`src/lei_defs.vh`:
```
// Constants for the loopback and error indicator block
`ifndef LEI_DEFS_VH
`define LEI_DEFS_VH

// Clock rate in hertz
`define LEI_CLK_HZ 20000000

// Hold time on a loopback button before release starts a loopback, ms
`define LEI_HOLD_MS 3000
// Hold time in clock cycles, clock kHz times hold ms, no rounding term
`define LEI_HOLD_CYC ((`LEI_CLK_HZ / 1000 * `LEI_HOLD_MS + 0) + 0)

// Minimum on time of the error indicator in unlatched mode, ms
`define LEI_ERR_HOLD_MS 1000
// Error hold time in clock cycles
`define LEI_ERR_HOLD_CYC (`LEI_CLK_HZ / 1000 * `LEI_ERR_HOLD_MS)

// Half period of the loopback indicator blink, ms
`define LEI_BLINK_MS 250
// Blink half period in clock cycles
`define LEI_BLINK_CYC (`LEI_CLK_HZ / 1000 * `LEI_BLINK_MS)

// Width of the long timers
`define LEI_TMR_W 26

// Error count at which the indicator stays lit in unlatched mode
`define LEI_ERR_SAT 7'd100
// Error counter width
`define LEI_ERR_W 7

// Register byte offsets
`define LEI_OFS_CTRL 12'h000
`define LEI_OFS_STATUS 12'h004
`define LEI_OFS_ERRCNT 12'h008

// Control register fields
`define LEI_CTRL_EXT_BIT 0
`define LEI_CTRL_RESET 32'h00000000

// Status register fields
`define LEI_ST_ACTIVE_BIT 0
`define LEI_ST_LOCAL_BIT 1
`define LEI_ST_CHAN_BIT 2
`define LEI_ST_ERRLED_BIT 3
`define LEI_ST_LOSS_BIT 4
`define LEI_ST_SAT_BIT 5
`define LEI_ST_MODE_BIT 6

// Loopback states
`define LEI_S_IDLE 2'h0
`define LEI_S_LOCAL 2'h1
`define LEI_S_REMOTE 2'h2

`endif

```
`src/lei_hold_timer.v`:
```
// Push button hold timer telling long holds from short presses
`default_nettype none

module lei_hold_timer #(
  parameter HOLD_CYC = 60000000,
  parameter CW = 26
) (
  input wire pclk,
  input wire presetn,
  input wire button,
  output reg long_release,
  output reg short_release
);

  // Cycles the button has been held, saturating at the hold time
  reg [CW-1:0] held;
  // Button level one cycle ago
  reg button_q;
  // Threshold at the counter width
  localparam [CW-1:0] LIMIT = HOLD_CYC[CW-1:0];

  // Count while held, classify the release
  always @(posedge pclk or negedge presetn) begin
    if (!presetn) begin
      held <= {CW{1'b0}};
      button_q <= 1'b0;
      long_release <= 1'b0;
      short_release <= 1'b0;
    end else begin
      button_q <= button;
      long_release <= 1'b0;
      short_release <= 1'b0;
      if (button) begin
        // Held: count up to the limit
        if (held != LIMIT)
          held <= held + {{(CW-1){1'b0}}, 1'b1};
      end else begin
        held <= {CW{1'b0}};
        // Falling edge: long or short press
        if (button_q) begin
          if (held == LIMIT)
            long_release <= 1'b1;
          else
            short_release <= 1'b1;
        end
      end
    end
  end

endmodule

`default_nettype wire

```
`src/lei_top.v`:
```
// Loopback control, error and data loss indicators with APB registers
`default_nettype none
`include "lei_defs.vh"

module lei_top #(
  parameter HOLD_CYC = `LEI_HOLD_CYC,
  parameter ERR_HOLD_CYC = `LEI_ERR_HOLD_CYC,
  parameter BLINK_CYC = `LEI_BLINK_CYC,
  parameter NTRIB = 4
) (
  input wire pclk,
  input wire presetn,
  // APB slave
  input wire psel,
  input wire penable,
  input wire pwrite,
  input wire [11:0] paddr,
  input wire [31:0] pwdata,
  output reg [31:0] prdata,
  output reg pready,
  output reg pslverr,
  // Front panel loopback buttons: 0 higher-rate, 1 lower-rate
  input wire [1:0] loop_button,
  // Rear panel error indicator mode switch
  input wire error_indicator_mode_switch,
  // Internal test checker bit error pulse
  input wire bit_error,
  // External test signal present per lower-rate tributary
  input wire [NTRIB-1:0] ext_signal_present,
  // Link messages from the far end
  input wire remote_loop_start,
  input wire remote_loop_chan,
  input wire remote_loop_stop,
  // Link messages to the far end
  output reg link_loop_start,
  output reg link_loop_chan,
  output reg link_loop_stop,
  // Internal test signal generator and checker enable
  output reg int_test_enable,
  // Front panel indicators
  output reg [1:0] led_loop,
  output reg led_error,
  output reg led_data_loss
);

  // Timer widths, timer limits and state codes
  localparam CW = `LEI_TMR_W;
  localparam EW = `LEI_ERR_W;
  localparam [CW-1:0] ERR_HOLD = ERR_HOLD_CYC[CW-1:0];
  localparam [CW-1:0] BLINK = BLINK_CYC[CW-1:0];
  localparam [1:0] S_IDLE = `LEI_S_IDLE;
  localparam [1:0] S_LOCAL = `LEI_S_LOCAL;
  localparam [1:0] S_REMOTE = `LEI_S_REMOTE;
  // Reset value of the control word, one bit used
  localparam [31:0] CTRL_RESET = `LEI_CTRL_RESET;

  // Button classification pulses per channel
  wire [1:0] long_rel;
  wire [1:0] short_rel;
  // Loopback state and looped channel
  reg [1:0] state;
  reg [1:0] next_state;
  reg chan;
  reg next_chan;
  // Control register: external test mode select
  reg ext_mode;
  // Error count, saturating at the excess level
  reg [EW-1:0] err_cnt;
  // Latched error flag
  reg err_latched;
  // Unlatched hold timer
  reg [CW-1:0] err_hold;
  // Blink timer and phase
  reg [CW-1:0] blink_cnt;
  reg blink_on;
  // Start of a new loopback this cycle
  reg loop_begin;
  // Local request to leave loopback this cycle
  reg loop_end_local;
  // Local request to start loopback this cycle
  reg loop_start_local;

  // Decoded helpers
  // Errors count only while the internal test runs
  wire loop_active = (state != S_IDLE);
  wire unlatched = error_indicator_mode_switch;
  wire counting = int_test_enable & bit_error;
  wire saturated = (err_cnt == `LEI_ERR_SAT);

  // One hold timer per loopback button
  // A short press ends a loop, a long one can start it
  genvar gi;
  generate
    for (gi = 0; gi < 2; gi = gi + 1) begin : g_btn
      lei_hold_timer #(
        .HOLD_CYC(HOLD_CYC),
        .CW(CW)
      ) u_hold (
        .pclk(pclk),
        .presetn(presetn),
        .button(loop_button[gi]),
        .long_release(long_rel[gi]),
        .short_release(short_rel[gi])
      );
    end
  endgenerate

  // Register address decode used by the error answer
  // Only three word offsets respond
  function is_mapped;
    input [11:0] addr;
    begin
      is_mapped = (addr == `LEI_OFS_CTRL) ||
                  (addr == `LEI_OFS_STATUS) ||
                  (addr == `LEI_OFS_ERRCNT);
    end
  endfunction

  // Loopback state decisions
  // A loop starts only from idle, so a second channel never loops
  // Remote stop wins over a local press in the same cycle
  always @* begin
    next_state = state;
    next_chan = chan;
    loop_begin = 1'b0;
    loop_end_local = 1'b0;
    loop_start_local = 1'b0;
    case (state)
      S_IDLE: begin
        // Far end asks first; it wins a same-cycle local request
        if (remote_loop_start) begin
          next_state = S_REMOTE;
          next_chan = remote_loop_chan;
          loop_begin = 1'b1;
        end else if (long_rel[0]) begin
          next_state = S_LOCAL;
          next_chan = 1'b0;
          loop_begin = 1'b1;
          loop_start_local = 1'b1;
        end else if (long_rel[1]) begin
          next_state = S_LOCAL;
          next_chan = 1'b1;
          loop_begin = 1'b1;
          loop_start_local = 1'b1;
        end
      end
      S_LOCAL, S_REMOTE: begin
        // Press on the looped channel ends the loop; the other is refused
        if (remote_loop_stop) begin
          next_state = S_IDLE;
        end else if (short_rel[chan] | long_rel[chan]) begin
          next_state = S_IDLE;
          loop_end_local = 1'b1;
        end
        // Presses on the other channel have no effect
      end
      default: begin
        next_state = S_IDLE;
        next_chan = 1'b0;
      end
    endcase
  end

  // Loopback state, link messages and test enable
  // Start and stop are one-cycle pulses; the channel bit stays put
  // Test enable follows the next state to line up with the loop
  // A remote stop sends no stop message back
  always @(posedge pclk or negedge presetn) begin
    if (!presetn) begin
      state <= S_IDLE;
      chan <= 1'b0;
      link_loop_start <= 1'b0;
      link_loop_chan <= 1'b0;
      link_loop_stop <= 1'b0;
      int_test_enable <= 1'b0;
    end else begin
      state <= next_state;
      chan <= next_chan;
      // One-cycle link messages
      link_loop_start <= loop_start_local;
      link_loop_stop <= loop_end_local;
      if (loop_start_local)
        link_loop_chan <= next_chan;
      // Internal test on higher-rate loop unless external mode
      int_test_enable <= (next_state != S_IDLE) && !next_chan && !ext_mode;
    end
  end

  // Blink timer for locally started loopback
  // Phase starts lit so the indicator shows at once
  // Timer rests outside local loops
  always @(posedge pclk or negedge presetn) begin
    if (!presetn) begin
      blink_cnt <= {CW{1'b0}};
      blink_on <= 1'b0;
    end else if (state != S_LOCAL) begin
      blink_cnt <= {CW{1'b0}};
      blink_on <= 1'b1;
    end else if (blink_cnt == BLINK - {{(CW-1){1'b0}}, 1'b1}) begin
      blink_cnt <= {CW{1'b0}};
      blink_on <= ~blink_on;
    end else begin
      blink_cnt <= blink_cnt + {{(CW-1){1'b0}}, 1'b1};
    end
  end

  // Loopback indicators: blink when local, steady when remote
  always @(posedge pclk or negedge presetn) begin
    if (!presetn) begin
      led_loop <= 2'b00;
    end else begin
      led_loop <= 2'b00;
      if (state == S_LOCAL)
        led_loop[chan] <= blink_on;
      else if (state == S_REMOTE)
        led_loop[chan] <= 1'b1;
    end
  end

  // Error counting and latching
  // Loop start wins over an error; none can count in idle
  // Count stops at the excess level instead of wrapping
  always @(posedge pclk or negedge presetn) begin
    if (!presetn) begin
      err_cnt <= {EW{1'b0}};
      err_latched <= 1'b0;
    end else if (loop_begin) begin
      // Fresh test starts dark
      err_cnt <= {EW{1'b0}};
      err_latched <= 1'b0;
    end else if (!loop_active) begin
      // Loop off drops the latched flag
      err_latched <= 1'b0;
    end else if (counting) begin
      err_latched <= 1'b1;
      if (!saturated)
        err_cnt <= err_cnt + {{(EW-1){1'b0}}, 1'b1};
    end
  end

  // Unlatched hold timer: each error restarts a full second
  // Reloads on every counted error, so a burst keeps the light on
  // Reaches zero one full hold after the last error
  always @(posedge pclk or negedge presetn) begin
    if (!presetn) begin
      err_hold <= {CW{1'b0}};
    end else if (loop_begin || !loop_active) begin
      err_hold <= {CW{1'b0}};
    end else if (counting) begin
      err_hold <= ERR_HOLD;
    end else if (err_hold != {CW{1'b0}}) begin
      err_hold <= err_hold - {{(CW-1){1'b0}}, 1'b1};
    end
  end

  // Error and data loss indicators
  // External mode and idle force the error light dark
  // Data loss follows the inputs whatever the loop state
  always @(posedge pclk or negedge presetn) begin
    if (!presetn) begin
      led_error <= 1'b0;
      led_data_loss <= 1'b0;
    end else begin
      if (ext_mode || !loop_active || loop_begin)
        led_error <= 1'b0;
      else if (unlatched)
        led_error <= saturated || counting || (err_hold != {CW{1'b0}});
      else
        led_error <= err_latched || counting;
      // No tributary carries an external test signal
      led_data_loss <= ext_mode && !(|ext_signal_present);
    end
  end

  // APB slave: no wait states, answer in the access phase
  // Read data is taken at the setup edge and held for the access
  // Unmapped offsets answer with an error and drop writes
  // Back-to-back transfers need no idle cycle
  always @(posedge pclk or negedge presetn) begin
    if (!presetn) begin
      pready <= 1'b0;
      pslverr <= 1'b0;
      prdata <= 32'h00000000;
      ext_mode <= CTRL_RESET[`LEI_CTRL_EXT_BIT];
    end else begin
      pready <= 1'b0;
      pslverr <= 1'b0;
      if (psel && !penable) begin
        // Setup cycle: prepare the answer
        pready <= 1'b1;
        pslverr <= !is_mapped(paddr);
        prdata <= 32'h00000000;
        if (!pwrite) begin
          case (paddr)
            `LEI_OFS_CTRL: begin
              prdata[`LEI_CTRL_EXT_BIT] <= ext_mode;
            end
            `LEI_OFS_STATUS: begin
              prdata[`LEI_ST_ACTIVE_BIT] <= loop_active;
              prdata[`LEI_ST_LOCAL_BIT] <= (state == S_LOCAL);
              prdata[`LEI_ST_CHAN_BIT] <= chan;
              prdata[`LEI_ST_ERRLED_BIT] <= led_error;
              prdata[`LEI_ST_LOSS_BIT] <= led_data_loss;
              prdata[`LEI_ST_SAT_BIT] <= saturated;
              prdata[`LEI_ST_MODE_BIT] <= unlatched;
            end
            `LEI_OFS_ERRCNT: begin
              prdata[EW-1:0] <= err_cnt;
            end
            default: begin
              prdata <= 32'h00000000;
            end
          endcase
        end
      end else if (psel && penable && pready && pwrite) begin
        // Access edge: write takes effect
        if (paddr == `LEI_OFS_CTRL)
          ext_mode <= pwdata[`LEI_CTRL_EXT_BIT];
      end
    end
  end

endmodule

`default_nettype wire

```
`config.mk`:
```
export PLATFORM = sky130hd
export DESIGN_NAME = lei_top
export DESIGN_NICKNAME = d
export VERILOG_FILES = /design/src/lei_hold_timer.v /design/src/lei_top.v
export VERILOG_INCLUDE_DIRS = /design/src
export SDC_FILE = /design/constraint.sdc
export NUM_CORES = 1
export LEC_CHECK = 0
export BUFFER_PORTS_ARGS = -buffer_cell sky130_fd_sc_hd__buf_4
export CORE_MARGIN = 4
export CORE_UTILIZATION = 55
export CTS_CLUSTER_DIAMETER = 50
export DETAILED_ROUTE_END_ITERATION = 10
export GPL_TIMING_DRIVEN = 0
export PLACE_DENSITY = 0.86
export SLEW_MARGIN = 5
export SYNTH_ARGS = -nofsm -noshare
export SYNTH_HDL_FRONTEND = slang
export SYNTH_HIERARCHICAL = 1
export SYNTH_SLANG_ARGS = --single-unit
```
`constraint.sdc`:
```
create_clock -name pclk -period 2.76 [get_ports pclk]
set_clock_uncertainty 0.2 [all_clocks]
set_input_delay 0.414 -clock pclk [delete_from_list [all_inputs] [get_ports pclk]]
set_output_delay 0.414 -clock pclk [all_outputs]
set_load 0.02 [all_outputs]
```
==> results of run 1 <==
[metal layers]
metal  GRT usage [%]  wire [um]  share of wire (%)  vias to the layer above
li1                -          -                  -                     2966
met1            29.5       7340                 42                     3093
met2            38.6       8770                 51                      219
met3            5.06        946                5.5                       33
met4            7.29        286                1.6                        0
met5               0          0                  0                        -
[flip-flops by register name, summed over array words and instances, names as in the netlist, 7 cells and up]
name,cells
g_btn.u_hold/held,52
err_hold,26
err_cnt,7
prdata,7
blink_cnt,26
[where the power goes]
part	leakage, nW	internal (mW)	total, mW	switching, mW
registers	1.92	2.26	2.51	0.252
logic	1.61	0.769	2.00	1.24
clock network	0.303	1.54	2.43	0.891
[timing repair]
action,CTS,global route
endpoints found under the setup margin,0,29
hold buffers,3,0
endpoints found under the hold margin,69,0
gates resized for setup,0,3
[cell usage in the layout, fill, tap and decap left out, types with 10 or more instances in the layout]
cell type	n
dfrtp_1	140
nor2_1	80
buf_4	69
nand2_1	63
xor2_1	44
a21oi_1	41
nand3_1	38
conb_1	25
nor4_1	24
nand4_1	24
nor3_1	24
o31ai_1	24
inv_1	22
or4_1	22
clkbuf_1	18
xnor2_1	18
clkbuf_16	17
and3_1	14
o21ai_0	14
or3_1	13
ha_1	13
nand2b_1	10
[kinds of logic (layout without fill, tap and decap cells)]
| family | after synthesis | in the layout | synth area share (%) |
|---|---|---|---|
| buf+inv | 75 | 156 | 5.54 |
| fa+ha+maj | 13 | 13 | 2.17 |
| simple gates | 366 | 366 | 27.0 |
| mux | 9 | 9 | 1.25 |
| other cells | 1 | 25 | 0.0500 |
| compound gates | 115 | 115 | 9.95 |
| flops | 140 | 140 | 46.8 |
| xor+xnor | 62 | 62 | 7.25 |
[worst reg2reg max path, cell delays in order (launching register included)]
cell and delay [ps]:
dfrtp_1 410, inv_1 110, ha_1 180, nor3b_1 330, and4_1 250, clkbuf_1 360, nand3_2 300, nor3_1 280
nor4_1 90
[layout make-up]
| cell class | instances | area [sq um] | area share, % |
|---|---|---|---|
| plain buffers | 52 | 329 | 3.71 |
| clock inverters | 14 | 193 | 2.18 |
| flip-flops and latches | 140 | 3500 | 39.5 |
| clock buffers | 18 | 439 | 4.96 |
| inverters | 23 | 86.3 | 0.975 |
| multi-input cells | 590 | 3690 | 41.6 |
| repair buffers | 49 | 399 | 4.51 |
| well taps | 176 | 220 | 2.49 |
[worst max-delay path by stage]
stage,to,cells after the start
2_1_floorplan,err_hold[25]$_DFFE_PN0P_,6
3_3_place_gp,led_error$_DFF_PN0_,8
3_5_place_dp,led_error$_DFF_PN0_,8
4_1_cts,led_error$_DFF_PN0_,8
5_1_grt,led_error$_DFF_PN0_,8
6_report,led_error$_DFF_PN0_,8
[metrics by stage]
step / instances / power, mW / hold slack [ps] / instance area (sq um)
global placement: 1026 / 4.39 / 254 / 8140
detailed placement: 1027 / 4.44 / 245 / 8170
global route: 1062 / 7.29 / 1.14 / 8860
CTS: 1062 / 6.92 / 1.99 / 8830
finish: 1062 / 6.94 / 9.41 / 8860
floorplan: 805 / 3.93 / -81.6 / 7580
==> flow_metrics.env, run 1 <==
export IMPL_syn_inst=781
export IMPL_cp_startpoint="err_hold[0]$_DFFE_PN0P_"
export IMPL_core_sq_um=13300
export IMPL_routed_wl_um=17300
export IMPL_drive_above_1_share_pct=15.7
export IMPL_avgViaCountPerCell=5.94
export IMPL_setup_slack_ps=145
export IMPL_cts_tree="built"
export IMPL_cp_data_arrival_time_ps=2700
export IMPL_ir_worst_vdd_v=0.000618
export IMPL_vias=6311
export IMPL_rsz0062_at_grt="true"
export IMPL_cap_violations=0
export IMPL_path_clk_slew_ps=60
export IMPL_synth_commonest_cells="dfrtp_1, nor2_1, nand2_1"
export IMPL_synthArstFlopShare_pct=100
export IMPL_avgSynthCellArea_sq_um=9.59
export IMPL_status="finished clean"
export IMPL_synth_top_area_cell="dfrtp_1"
export IMPL_wl_per_cell_um=16.3
export IMPL_grt_pass1_vias=6260
export IMPL_synth_top_cell_area_share_pct=46.8
export IMPL_drc=0
export IMPL_synth_area_sq_um=7490
export IMPL_crit_chain="inv_1 -> ha_1 -> nor3b_1 -> and4_1 -> clkbuf_1 -> nand3_2 -> nor3_1 -> nor4_1"
export IMPL_dp_hpwl_um=11300
export IMPL_p_per_area_nw_per_um2=784
export IMPL_critPathBufInv=2
export IMPL_ff2ff_setup_slack_ps=140
export IMPL_worstMarginPinSlew_ps=1010
export IMPL_yosysSeqAreaShare_pct=46.8
export IMPL_grt_overflow_total=0
export IMPL_cp_required_ps=2840
export IMPL_setup_violations_final=0
export IMPL_drv_slew=0
export IMPL_min_period_over_period_pct=94.8
export IMPL_max_slew_margin_pct=31.7
export IMPL_fp_row_count=42
export IMPL_die_x_um=125
export IMPL_min_from="remote_loop_start"
export IMPL_root_buffer="clkbuf_16"
export IMPL_cts_sinks=140
export IMPL_cts_max_level=4
export IMPL_setup_tns_ps=0
export IMPL_area_delta_synth_final_pct=18.2
export IMPL_slowest_stage="dfrtp_1"
export IMPL_fillers=966
export IMPL_numCtsBuffers=17
export IMPL_track_usage_pct=22.9
export IMPL_synth_distinct_cells=72
export IMPL_fin_crit_ps=2620
export IMPL_start_util_pct=56.4
export IMPL_grt_max_degree=74
export IMPL_r2r_end="led_error$_DFF_PN0_"
export IMPL_yosys_top_cells_area="dfrtp_1, xor2_1, nor2_1, nand2_1, a21oi_1"
export IMPL_slowest_delay_ps=410
export IMPL_utilization_pct=66.6
export IMPL_crit_path_start_kind="register"
export IMPL_cp_top_family="simple AND/OR/NAND/NOR gates"
export IMPL_clk_latency_ps=420
export IMPL_diodes=0
export IMPL_synth_main_ff_cell="dfrtp_1"
export IMPL_dieArea_sq_um=15600
export IMPL_antenna_found_initial=0
export IMPL_ys_seq_elements=140
export IMPL_die_h_um=125
export IMPL_postCtsSetupBuffers=0
export IMPL_yosysWarnings=6
export IMPL_timing_hold_violations_final=0
export IMPL_grt_pass1_wl_um=29800
export IMPL_ant_nets=0
export IMPL_port_buffers=45
export IMPL_crit_path_max_fanout=9
export IMPL_rr_startpoint="err_hold[0]$_DFFE_PN0P_"
export IMPL_drtPass1Iterations=5
export IMPL_endpoint_kind="register"
export IMPL_max_freq_mhz=382
export IMPL_critical_path_class="register to register"
export IMPL_fin_nets=946
export IMPL_hp_class="primary input to register"
export IMPL_worstHoldEndpoint="link_loop_start$_DFF_PN0_"
export IMPL_pin_count=102
export IMPL_yosysMostFrequentCell="dfrtp_1"
export IMPL_hold_depth=2
export IMPL_r2r_cells=8
export IMPL_leakage_nw=3.83
export IMPL_synth_edf_count=0
export IMPL_first_iter_violations=561
export IMPL_place_gp_congestion=0.828
export IMPL_clock_path_buffers=2
export IMPL_dpl_worst_slack_ps=154
Power figures use the tool's default switching activity.
==> inputs of run 2 (changes only) <==
--- a/config.mk
+++ b/config.mk
@@ -6,13 +6,14 @@
 export SDC_FILE = /design/constraint.sdc
 export NUM_CORES = 1
 export LEC_CHECK = 0
+export ABC_AREA = 1
 export BUFFER_PORTS_ARGS = -buffer_cell sky130_fd_sc_hd__buf_4
 export CORE_MARGIN = 4
 export CORE_UTILIZATION = 55
 export CTS_CLUSTER_DIAMETER = 50
 export DETAILED_ROUTE_END_ITERATION = 10
 export GPL_TIMING_DRIVEN = 0
-export PLACE_DENSITY = 0.86
+export PLACE_DENSITY = 0.85
 export SLEW_MARGIN = 5
 export SYNTH_ARGS = -nofsm -noshare
 export SYNTH_HDL_FRONTEND = slang
==> flow_metrics.env, run 2 <==
export IMPL_numCtsBuffers=17
export IMPL_antenna_found_initial=0
export IMPL_worstMarginPinSlew_ps=575
export IMPL_pin_count=102
export IMPL_port_buffers=45
export IMPL_clock_path_buffers=2
export IMPL_fin_crit_ps=2180
export IMPL_diodes=0
export IMPL_crit_path_max_fanout=10
export IMPL_swShare_pct=35.4
export IMPL_dieArea_sq_um=17500
export IMPL_synthArstFlopShare_pct=100
export IMPL_grt_pass1_vias=7584
export IMPL_slowest_delay_ps=390
export IMPL_synth_top_cell_area_share_pct=41.1
export IMPL_path_clk_slew_ps=60
export IMPL_p_per_area_nw_per_um2=750
export IMPL_first_iter_violations=852
export IMPL_track_usage_pct=23.8
export IMPL_final_common_cell="nand2_1"
export IMPL_drive_above_1_share_pct=11.4
export IMPL_stdcell_count=1525
export IMPL_drc=0
export IMPL_die_x_um=132
export IMPL_grt_pass1_wl_um=34600
export IMPL_core_sq_um=15200
export IMPL_avgViaCountPerCell=5.24
export IMPL_routed_wl_um=20400
export IMPL_p_clk_share_pct=35.8
export IMPL_avgSynthCellArea_sq_um=6.93
export IMPL_max_freq_mhz=458
export IMPL_cts_resized=0
export IMPL_synth_edf_count=0
export IMPL_yosysWarnings=6
export IMPL_reg_largest_list="g_btn.u_hold/held (52), blink_cnt (26), err_hold (26)"
export IMPL_crit_path_start_kind="register"
export IMPL_setup_violations_final=0
export IMPL_setup_tns_ps=0
export IMPL_setup_slack_ps=577
export IMPL_dpl_worst_slack_ps=603
export IMPL_fin_nets=1397
export IMPL_hp_class="primary input to register"
export IMPL_die_h_um=132
export IMPL_vias=7995
export IMPL_cts_max_level=4
export IMPL_p_switching_mw=2.64
export IMPL_ant_nets=0
export IMPL_rsz0062_at_grt="false"
export IMPL_regMostFlops="g_btn.u_hold/held"
export IMPL_wl_per_cell_um=13.4
export IMPL_yosysMostFrequentCell="nand2_1"
export IMPL_dp_hpwl_um=15100
export IMPL_leakage_nw=4.68
export IMPL_grt_max_degree=81
export IMPL_crit_chain="inv_1 -> ha_1 -> nand2_2 -> nor2_4 -> nand4_1 -> nor2_2 -> buf_4 -> nor3_1"
export IMPL_syn_inst=1230
export IMPL_clk_latency_ps=430
export IMPL_p_int_mw=4.82
export IMPL_cts_tree="built"
export IMPL_root_buffer="clkbuf_16"
export IMPL_dpl_cell_count=1488
export IMPL_critical_path_class="register to register"
export IMPL_ys_seq_elements=140
export IMPL_synth_main_ff_cell="dfrtp_1"
export IMPL_largest_register_ffs=52
export IMPL_cap_violations=0
export IMPL_min_period_over_period_pct=79.1
export IMPL_timing_hold_violations_final=0
export IMPL_synth_area_sq_um=8520
export IMPL_slowest_stage="dfrtp_1"
export IMPL_place_gp_congestion=0.967
export IMPL_power_frac_seq_pct=33.2
export IMPL_start_util_pct=56.0
export IMPL_comb_power_share_pct=31.1
export IMPL_endpoint_kind="register"
export IMPL_synth_top_area_cell="dfrtp_1"
export IMPL_cp_required_ps=2850
export IMPL_area_delta_synth_final_pct=16.9
export IMPL_max_slew_margin_pct=61.7
export IMPL_drtPass1Iterations=6
export IMPL_yosysSeqAreaShare_pct=41.1
export IMPL_yosys_top_cells_area="dfrtp_1, nand2_1, nor2_1, inv_1, nand3_1"
export IMPL_synth_commonest_cells="nand2_1, nor2_1, inv_1"
export IMPL_fp_row_count=45
export IMPL_cp_data_arrival_time_ps=2270
export IMPL_cts_sinks=140
export IMPL_grt_overflow_total=0
export IMPL_ir_worst_vdd_v=0.000527
export IMPL_fillers=1316
export IMPL_synth_distinct_cells=35
export IMPL_final_cell_mix="nand2_1, nor2_1, inv_1, dfrtp_1, nand3_1"
export IMPL_status="finished clean"
export IMPL_drv_slew=0
[run 2: cell count changes in the layout (fill, tap and decap cells not counted), sizes merged, moves of 16 or more]
cell	delta
o31ai	-24
or4	-27
xor2	-27
nor4	-28
nand2	+251
nor2	+204
nor3	+16
nand3	+59
inv	+128
o21ai	+26
[run 2: cell type report]
cell class	count	area (sq um)	share of cell area [%]
clock inverters	11	211	2.12
repair buffers	51	419	4.21
flip-flops and latches	140	3500	35.2
well taps	188	235	2.36
multi-input cells	927	4290	43.1
clock buffers	21	480	4.83
inverters	152	571	5.73
plain buffers	35	243	2.44
[run 2: logic make-up (layout without fill, tap and decap cells)]
logic type | after synthesis | count (layout) | share of synthesized area (%)
AO/OA/AOI/OAI | 84 | 84 | 5.20
XOR/XNOR | 27 | 27 | 2.78
adder cells (fa/ha/maj) | 13 | 13 | 1.91
buffers and inverters | 187 | 270 | 9.54
flip-flops | 140 | 140 | 41.1
other | 1 | 25 | 0.0440
AND/OR/NAND/NOR | 778 | 778 | 39.4
[run 2: path summary, 6_finish.rpt]
check,start,to,slack (ps),cells past startpoint
setup / recovery,err_hold[0]$_DFFE_PN0P_,err_hold[23]$_DFFE_PN0P_,580,8
min in group asynchronous,presetn,err_hold[22]$_DFFE_PN0P_,330,2
hold reg to reg,prdata[1]$_DFFE_PN0P_,prdata[1]$_DFFE_PN0P_,290,2
setup reg to reg,err_hold[0]$_DFFE_PN0P_,err_hold[23]$_DFFE_PN0P_,580,8
hold / removal,error_indicator_mode_switch,led_error$_DFF_PN0_,20,2
max in group asynchronous,presetn,blink_cnt[13]$_DFF_PN0_,1230,3
[run 2: power by group through the flow]
stage          Sequential [mW]  Clock (mW)  Combinational (mW)
3_3_place_gp              2.50           0                2.22
3_5_place_dp              2.50           0                2.28
4_1_cts                   2.47        2.71                2.31
6_report                  2.48        2.67                2.32
5_1_grt                   2.50        2.79                2.60
2_1_floorplan             2.49           0                1.70
[run 2: through the flow]
step / area [sq um] / utilization, % / hold WS, ps / total power, mW
after CTS: 9960 / 65.5 / 5.71 / 7.48
after global placement: 9180 / 60.4 / 265 / 4.72
after floorplan: 8610 / - / -81.6 / 4.19
final: 9960 / 65.5 / 17.3 / 7.46
after detailed placement: 9220 / 60.6 / 232 / 4.78
after global routing: 9960 / 65.5 / 13.6 / 7.89
[run 2: worst max-delay path, delay by kind of cell, from the launching register on]
kind	cells	cell delay [ps]
adder cells (fa/ha/maj)	1	320
buffers and inverters	2	390
flip-flops	1	390
AND/OR/NAND/NOR	5	720
[run 2: repair_timing]
item                      4_1_cts  5_1_grt
hold buffers                    5        0
buffers inserted                0        0
hold endpoints to repair       64        0
[run 2: metal layers]
layer / GRT usage (%) / wire length [um] / share of wire [%] / up-vias
met3: 4.41 / 1190 / 5.9 / 37
li1: - / - / - / 4029
met4: 9.41 / 459 / 2.3 / 0
met2: 39.1 / 9710 / 48 / 276
met5: 0 / 0 / 0 / -
met1: 31.4 / 9030 / 44 / 3653
==> inputs of run 3 (changes only) <==
--- a/config.mk
+++ b/config.mk
@@ -9,11 +9,11 @@
 export ABC_AREA = 1
 export BUFFER_PORTS_ARGS = -buffer_cell sky130_fd_sc_hd__buf_4
 export CORE_MARGIN = 4
-export CORE_UTILIZATION = 55
+export CORE_UTILIZATION = 53
 export CTS_CLUSTER_DIAMETER = 50
 export DETAILED_ROUTE_END_ITERATION = 10
 export GPL_TIMING_DRIVEN = 0
-export PLACE_DENSITY = 0.85
+export PLACE_DENSITY = 0.86
 export SLEW_MARGIN = 5
 export SYNTH_ARGS = -nofsm -noshare
 export SYNTH_HDL_FRONTEND = slang
==> constraint.sdc (replaced) <==
create_clock -name pclk -period 1.77 [get_ports pclk]
set_clock_uncertainty 0.2 [all_clocks]
set_input_delay 0.2655 -clock pclk [delete_from_list [all_inputs] [get_ports pclk]]
set_output_delay 0.2655 -clock pclk [all_outputs]
set_load 0.02 [all_outputs]
==> flow_metrics.env, run 3 (synthesis gave the netlist of run 2 again) <==
export IMPL_swShare_pct=40.2
export IMPL_slowest_stage="dfrtp_1"
export IMPL_r2r_cells=9
export IMPL_rr_startpoint="err_hold[3]$_DFFE_PN0P_"
export IMPL_violations="hold timing, setup timing"
export IMPL_ant_nets=0
export IMPL_fillers=1197
export IMPL_hp_class="primary input to register"
export IMPL_core_sq_um=15800
export IMPL_cts_max_level=4
export IMPL_cts_tree="built"
export IMPL_wirelength_met1_um=9110
export IMPL_crit_path_start_kind="register"
export IMPL_root_buffer="clkbuf_16"
export IMPL_clk_latency_ps=430
export IMPL_pin_count=102
export IMPL_area_delta_synth_final_pct=26.6
export IMPL_fin_nets=1451
export IMPL_ff2ff_setup_slack_ps=-130
export IMPL_drtPass1Iterations=9
export IMPL_diodes=0
export IMPL_worstMarginPinSlew_ps=631
export IMPL_endpoint_kind="register"
export IMPL_max_slew_margin_pct=57.9
export IMPL_stdcell_count=1606
export IMPL_r2r_end="err_hold[22]$_DFFE_PN0P_"
export IMPL_hold_depth=4
export IMPL_comb_power_share_pct=41.9
export IMPL_cts_sinks=140
export IMPL_clock_path_buffers=2
export IMPL_drive_above_1_share_pct=21.8
export IMPL_timing_hold_violations_final=1
export IMPL_p_int_mw=7.38
export IMPL_track_usage_pct=23.7
export IMPL_setup_slack_ps=-134
export IMPL_grt_max_degree=76
export IMPL_dieArea_sq_um=18200
export IMPL_start_util_pct=53.8
export IMPL_grt_pass1_wl_um=35100
export IMPL_place_gp_congestion=0.935
export IMPL_vias=8731
export IMPL_wl_per_cell_um=14.4
export IMPL_largest_register_ffs=52
export IMPL_min_from="bit_error"
export IMPL_cp_data_arrival_time_ps=2060
export IMPL_fin_crit_ps=1900
export IMPL_rsz0062_at_grt="true"
export IMPL_drc=0
export IMPL_port_buffers=45
export IMPL_die_h_um=135
export IMPL_first_iter_violations=1015
export IMPL_crit_path_max_fanout=6
export IMPL_regMostFlops="g_btn.u_hold/held"
export IMPL_dp_hpwl_um=14900
export IMPL_cp_required_ps=1920
export IMPL_p_clk_share_pct=26.1
export IMPL_fp_row_count=46
export IMPL_critical_path_class="register to register"
export IMPL_leakage_nw=4.94
export IMPL_p_per_area_nw_per_um2=1140
export IMPL_p_switching_mw=4.96
export IMPL_routed_wl_um=23100
export IMPL_power_frac_seq_pct=32.0
export IMPL_dpl_cell_count=1516
export IMPL_die_x_um=135
export IMPL_wl_met3_um=1760
export IMPL_cap_violations=0
export IMPL_slowest_delay_ps=460
export IMPL_top_layer="met4"
export IMPL_critPathBufInv=2
export IMPL_crit_chain="nor2_4 -> nand2_4 -> buf_4 -> buf_4 -> nor2_4 -> nand3_1 -> nand2_1 -> nand3_1 -> nor3_2"
export IMPL_status="finished with violations"
export IMPL_fin_hold_ws_ps=-1.27
export IMPL_p_total_mw=12.3
export IMPL_ir_worst_vdd_v=0.000846
export IMPL_grt_pass1_vias=7791
export IMPL_path_clk_slew_ps=60
export IMPL_final_common_cell="nand2_1"
export IMPL_min_period_over_period_pct=108
export IMPL_grt_overflow_total=0
export IMPL_setup_violations_final=38
export IMPL_reg_largest_list="g_btn.u_hold/held (52), blink_cnt (26), err_hold (26)"
export IMPL_final_cell_mix="nand2_1, nor2_1, inv_1, dfrtp_1, buf_4"
export IMPL_avgViaCountPerCell=5.44
export IMPL_cp_top_family="simple AND/OR/NAND/NOR gates"
export IMPL_max_freq_mhz=525
export IMPL_antenna_found_initial=0
export IMPL_numCtsBuffers=17
export IMPL_drv_slew=0
export IMPL_worstHoldEndpoint="err_hold[15]$_DFFE_PN0P_"
export IMPL_wl_met2_um=11400
run 3: cell types whose count changed in the layout (fill, tap and decap cells not counted), sizes merged:
cell / delta
clkinvlp: +1
dlygate4sd3: +8
clkinv: +1
clkbuf: +3
buf: +46
bufinv: -6
run 3: worst max-delay path by stage:
stage | start | endpoint | slack (ps) | depth (start not counted)
after detailed placement | state[0]$_DFF_PN0_ | err_hold[15]$_DFFE_PN0P_ | -300 | 7
after CTS | err_hold[0]$_DFFE_PN0P_ | err_hold[24]$_DFFE_PN0P_ | -9 | 12
after floorplan | err_hold[0]$_DFFE_PN0P_ | err_hold[12]$_DFFE_PN0P_ | 7 | 8
after global routing | err_hold[4]$_DFFE_PN0P_ | err_hold[24]$_DFFE_PN0P_ | -160 | 11
final | err_hold[3]$_DFFE_PN0P_ | err_hold[22]$_DFFE_PN0P_ | -130 | 9
after global placement | presetn | g_btn[1].u_hold/held[23]$_DFFE_PN0P_ | -350 | 1
run 3: worst min-delay path, cell delays in order:
cell and delay, ps:
buf_4 80, nand2_2 80, nand3_1 110, nor3_2 50
run 3: final cells by class:
| class | count | area (sq um) | share of cell area, % |
|---|---|---|---|
| Clock buffer | 24 | 492 | 4.56 |
| Clock inverter | 7 | 40.0 | 0.371 |
| Inverter | 152 | 581 | 5.38 |
| Timing Repair Buffer | 105 | 867 | 8.04 |
| Tap cell | 216 | 270 | 2.51 |
| Multi-Input combinational cell | 927 | 4770 | 44.2 |
| Sequential cell | 140 | 3510 | 32.6 |
| Buffer | 35 | 256 | 2.38 |
run 3: through the flow:
| step | setup slack (ps) | setup TNS [ps] | hold WS [ps] | cell area (sq um) | util, % |
|---|---|---|---|---|---|
| 2_1_floorplan | 7.44 | 0 | -230 | 8620 | - |
| 5_1_grt | -163 | -4170 | 20.3 | 10800 | 68.1 |
| 3_3_place_gp | -354 | -58260 | 222 | 9230 | 58.3 |
| 3_5_place_dp | -305 | -11270 | 103 | 9260 | 58.5 |
| 6_report | -134 | -2090 | -1.27 | 10800 | 68.1 |
| 4_1_cts | -9.25 | -13.4 | 7.67 | 10200 | 64.6 |
run 3: power groups by stage:
stage	registers [mW]	logic [mW]	clock network (mW)
global route	3.97	5.59	3.39
floorplan	3.88	2.68	0
global placement	3.89	3.52	0
detailed placement	3.90	3.60	0
CTS	3.87	4.14	3.26
finish	3.95	5.17	3.22
run 3: per-layer routing:
metal | vias to the layer above | track usage, %
li1 | 4141 | -
met3 | 93 | 4.06
met4 | 0 | 10.1
met5 | - | 0
met2 | 465 | 40.3
met1 | 4032 | 29.9
run 3: timing repair:
action / 4_1_cts / 5_1_grt
endpoints found under the hold margin: 95 / 0
endpoints found under the setup margin: 66 / 85
pin swaps: 12 / 52
gates cloned: 2 / 0
resized for setup: 48 / 112
setup buffers: 20 / 24
hold buffers: 13 / 0
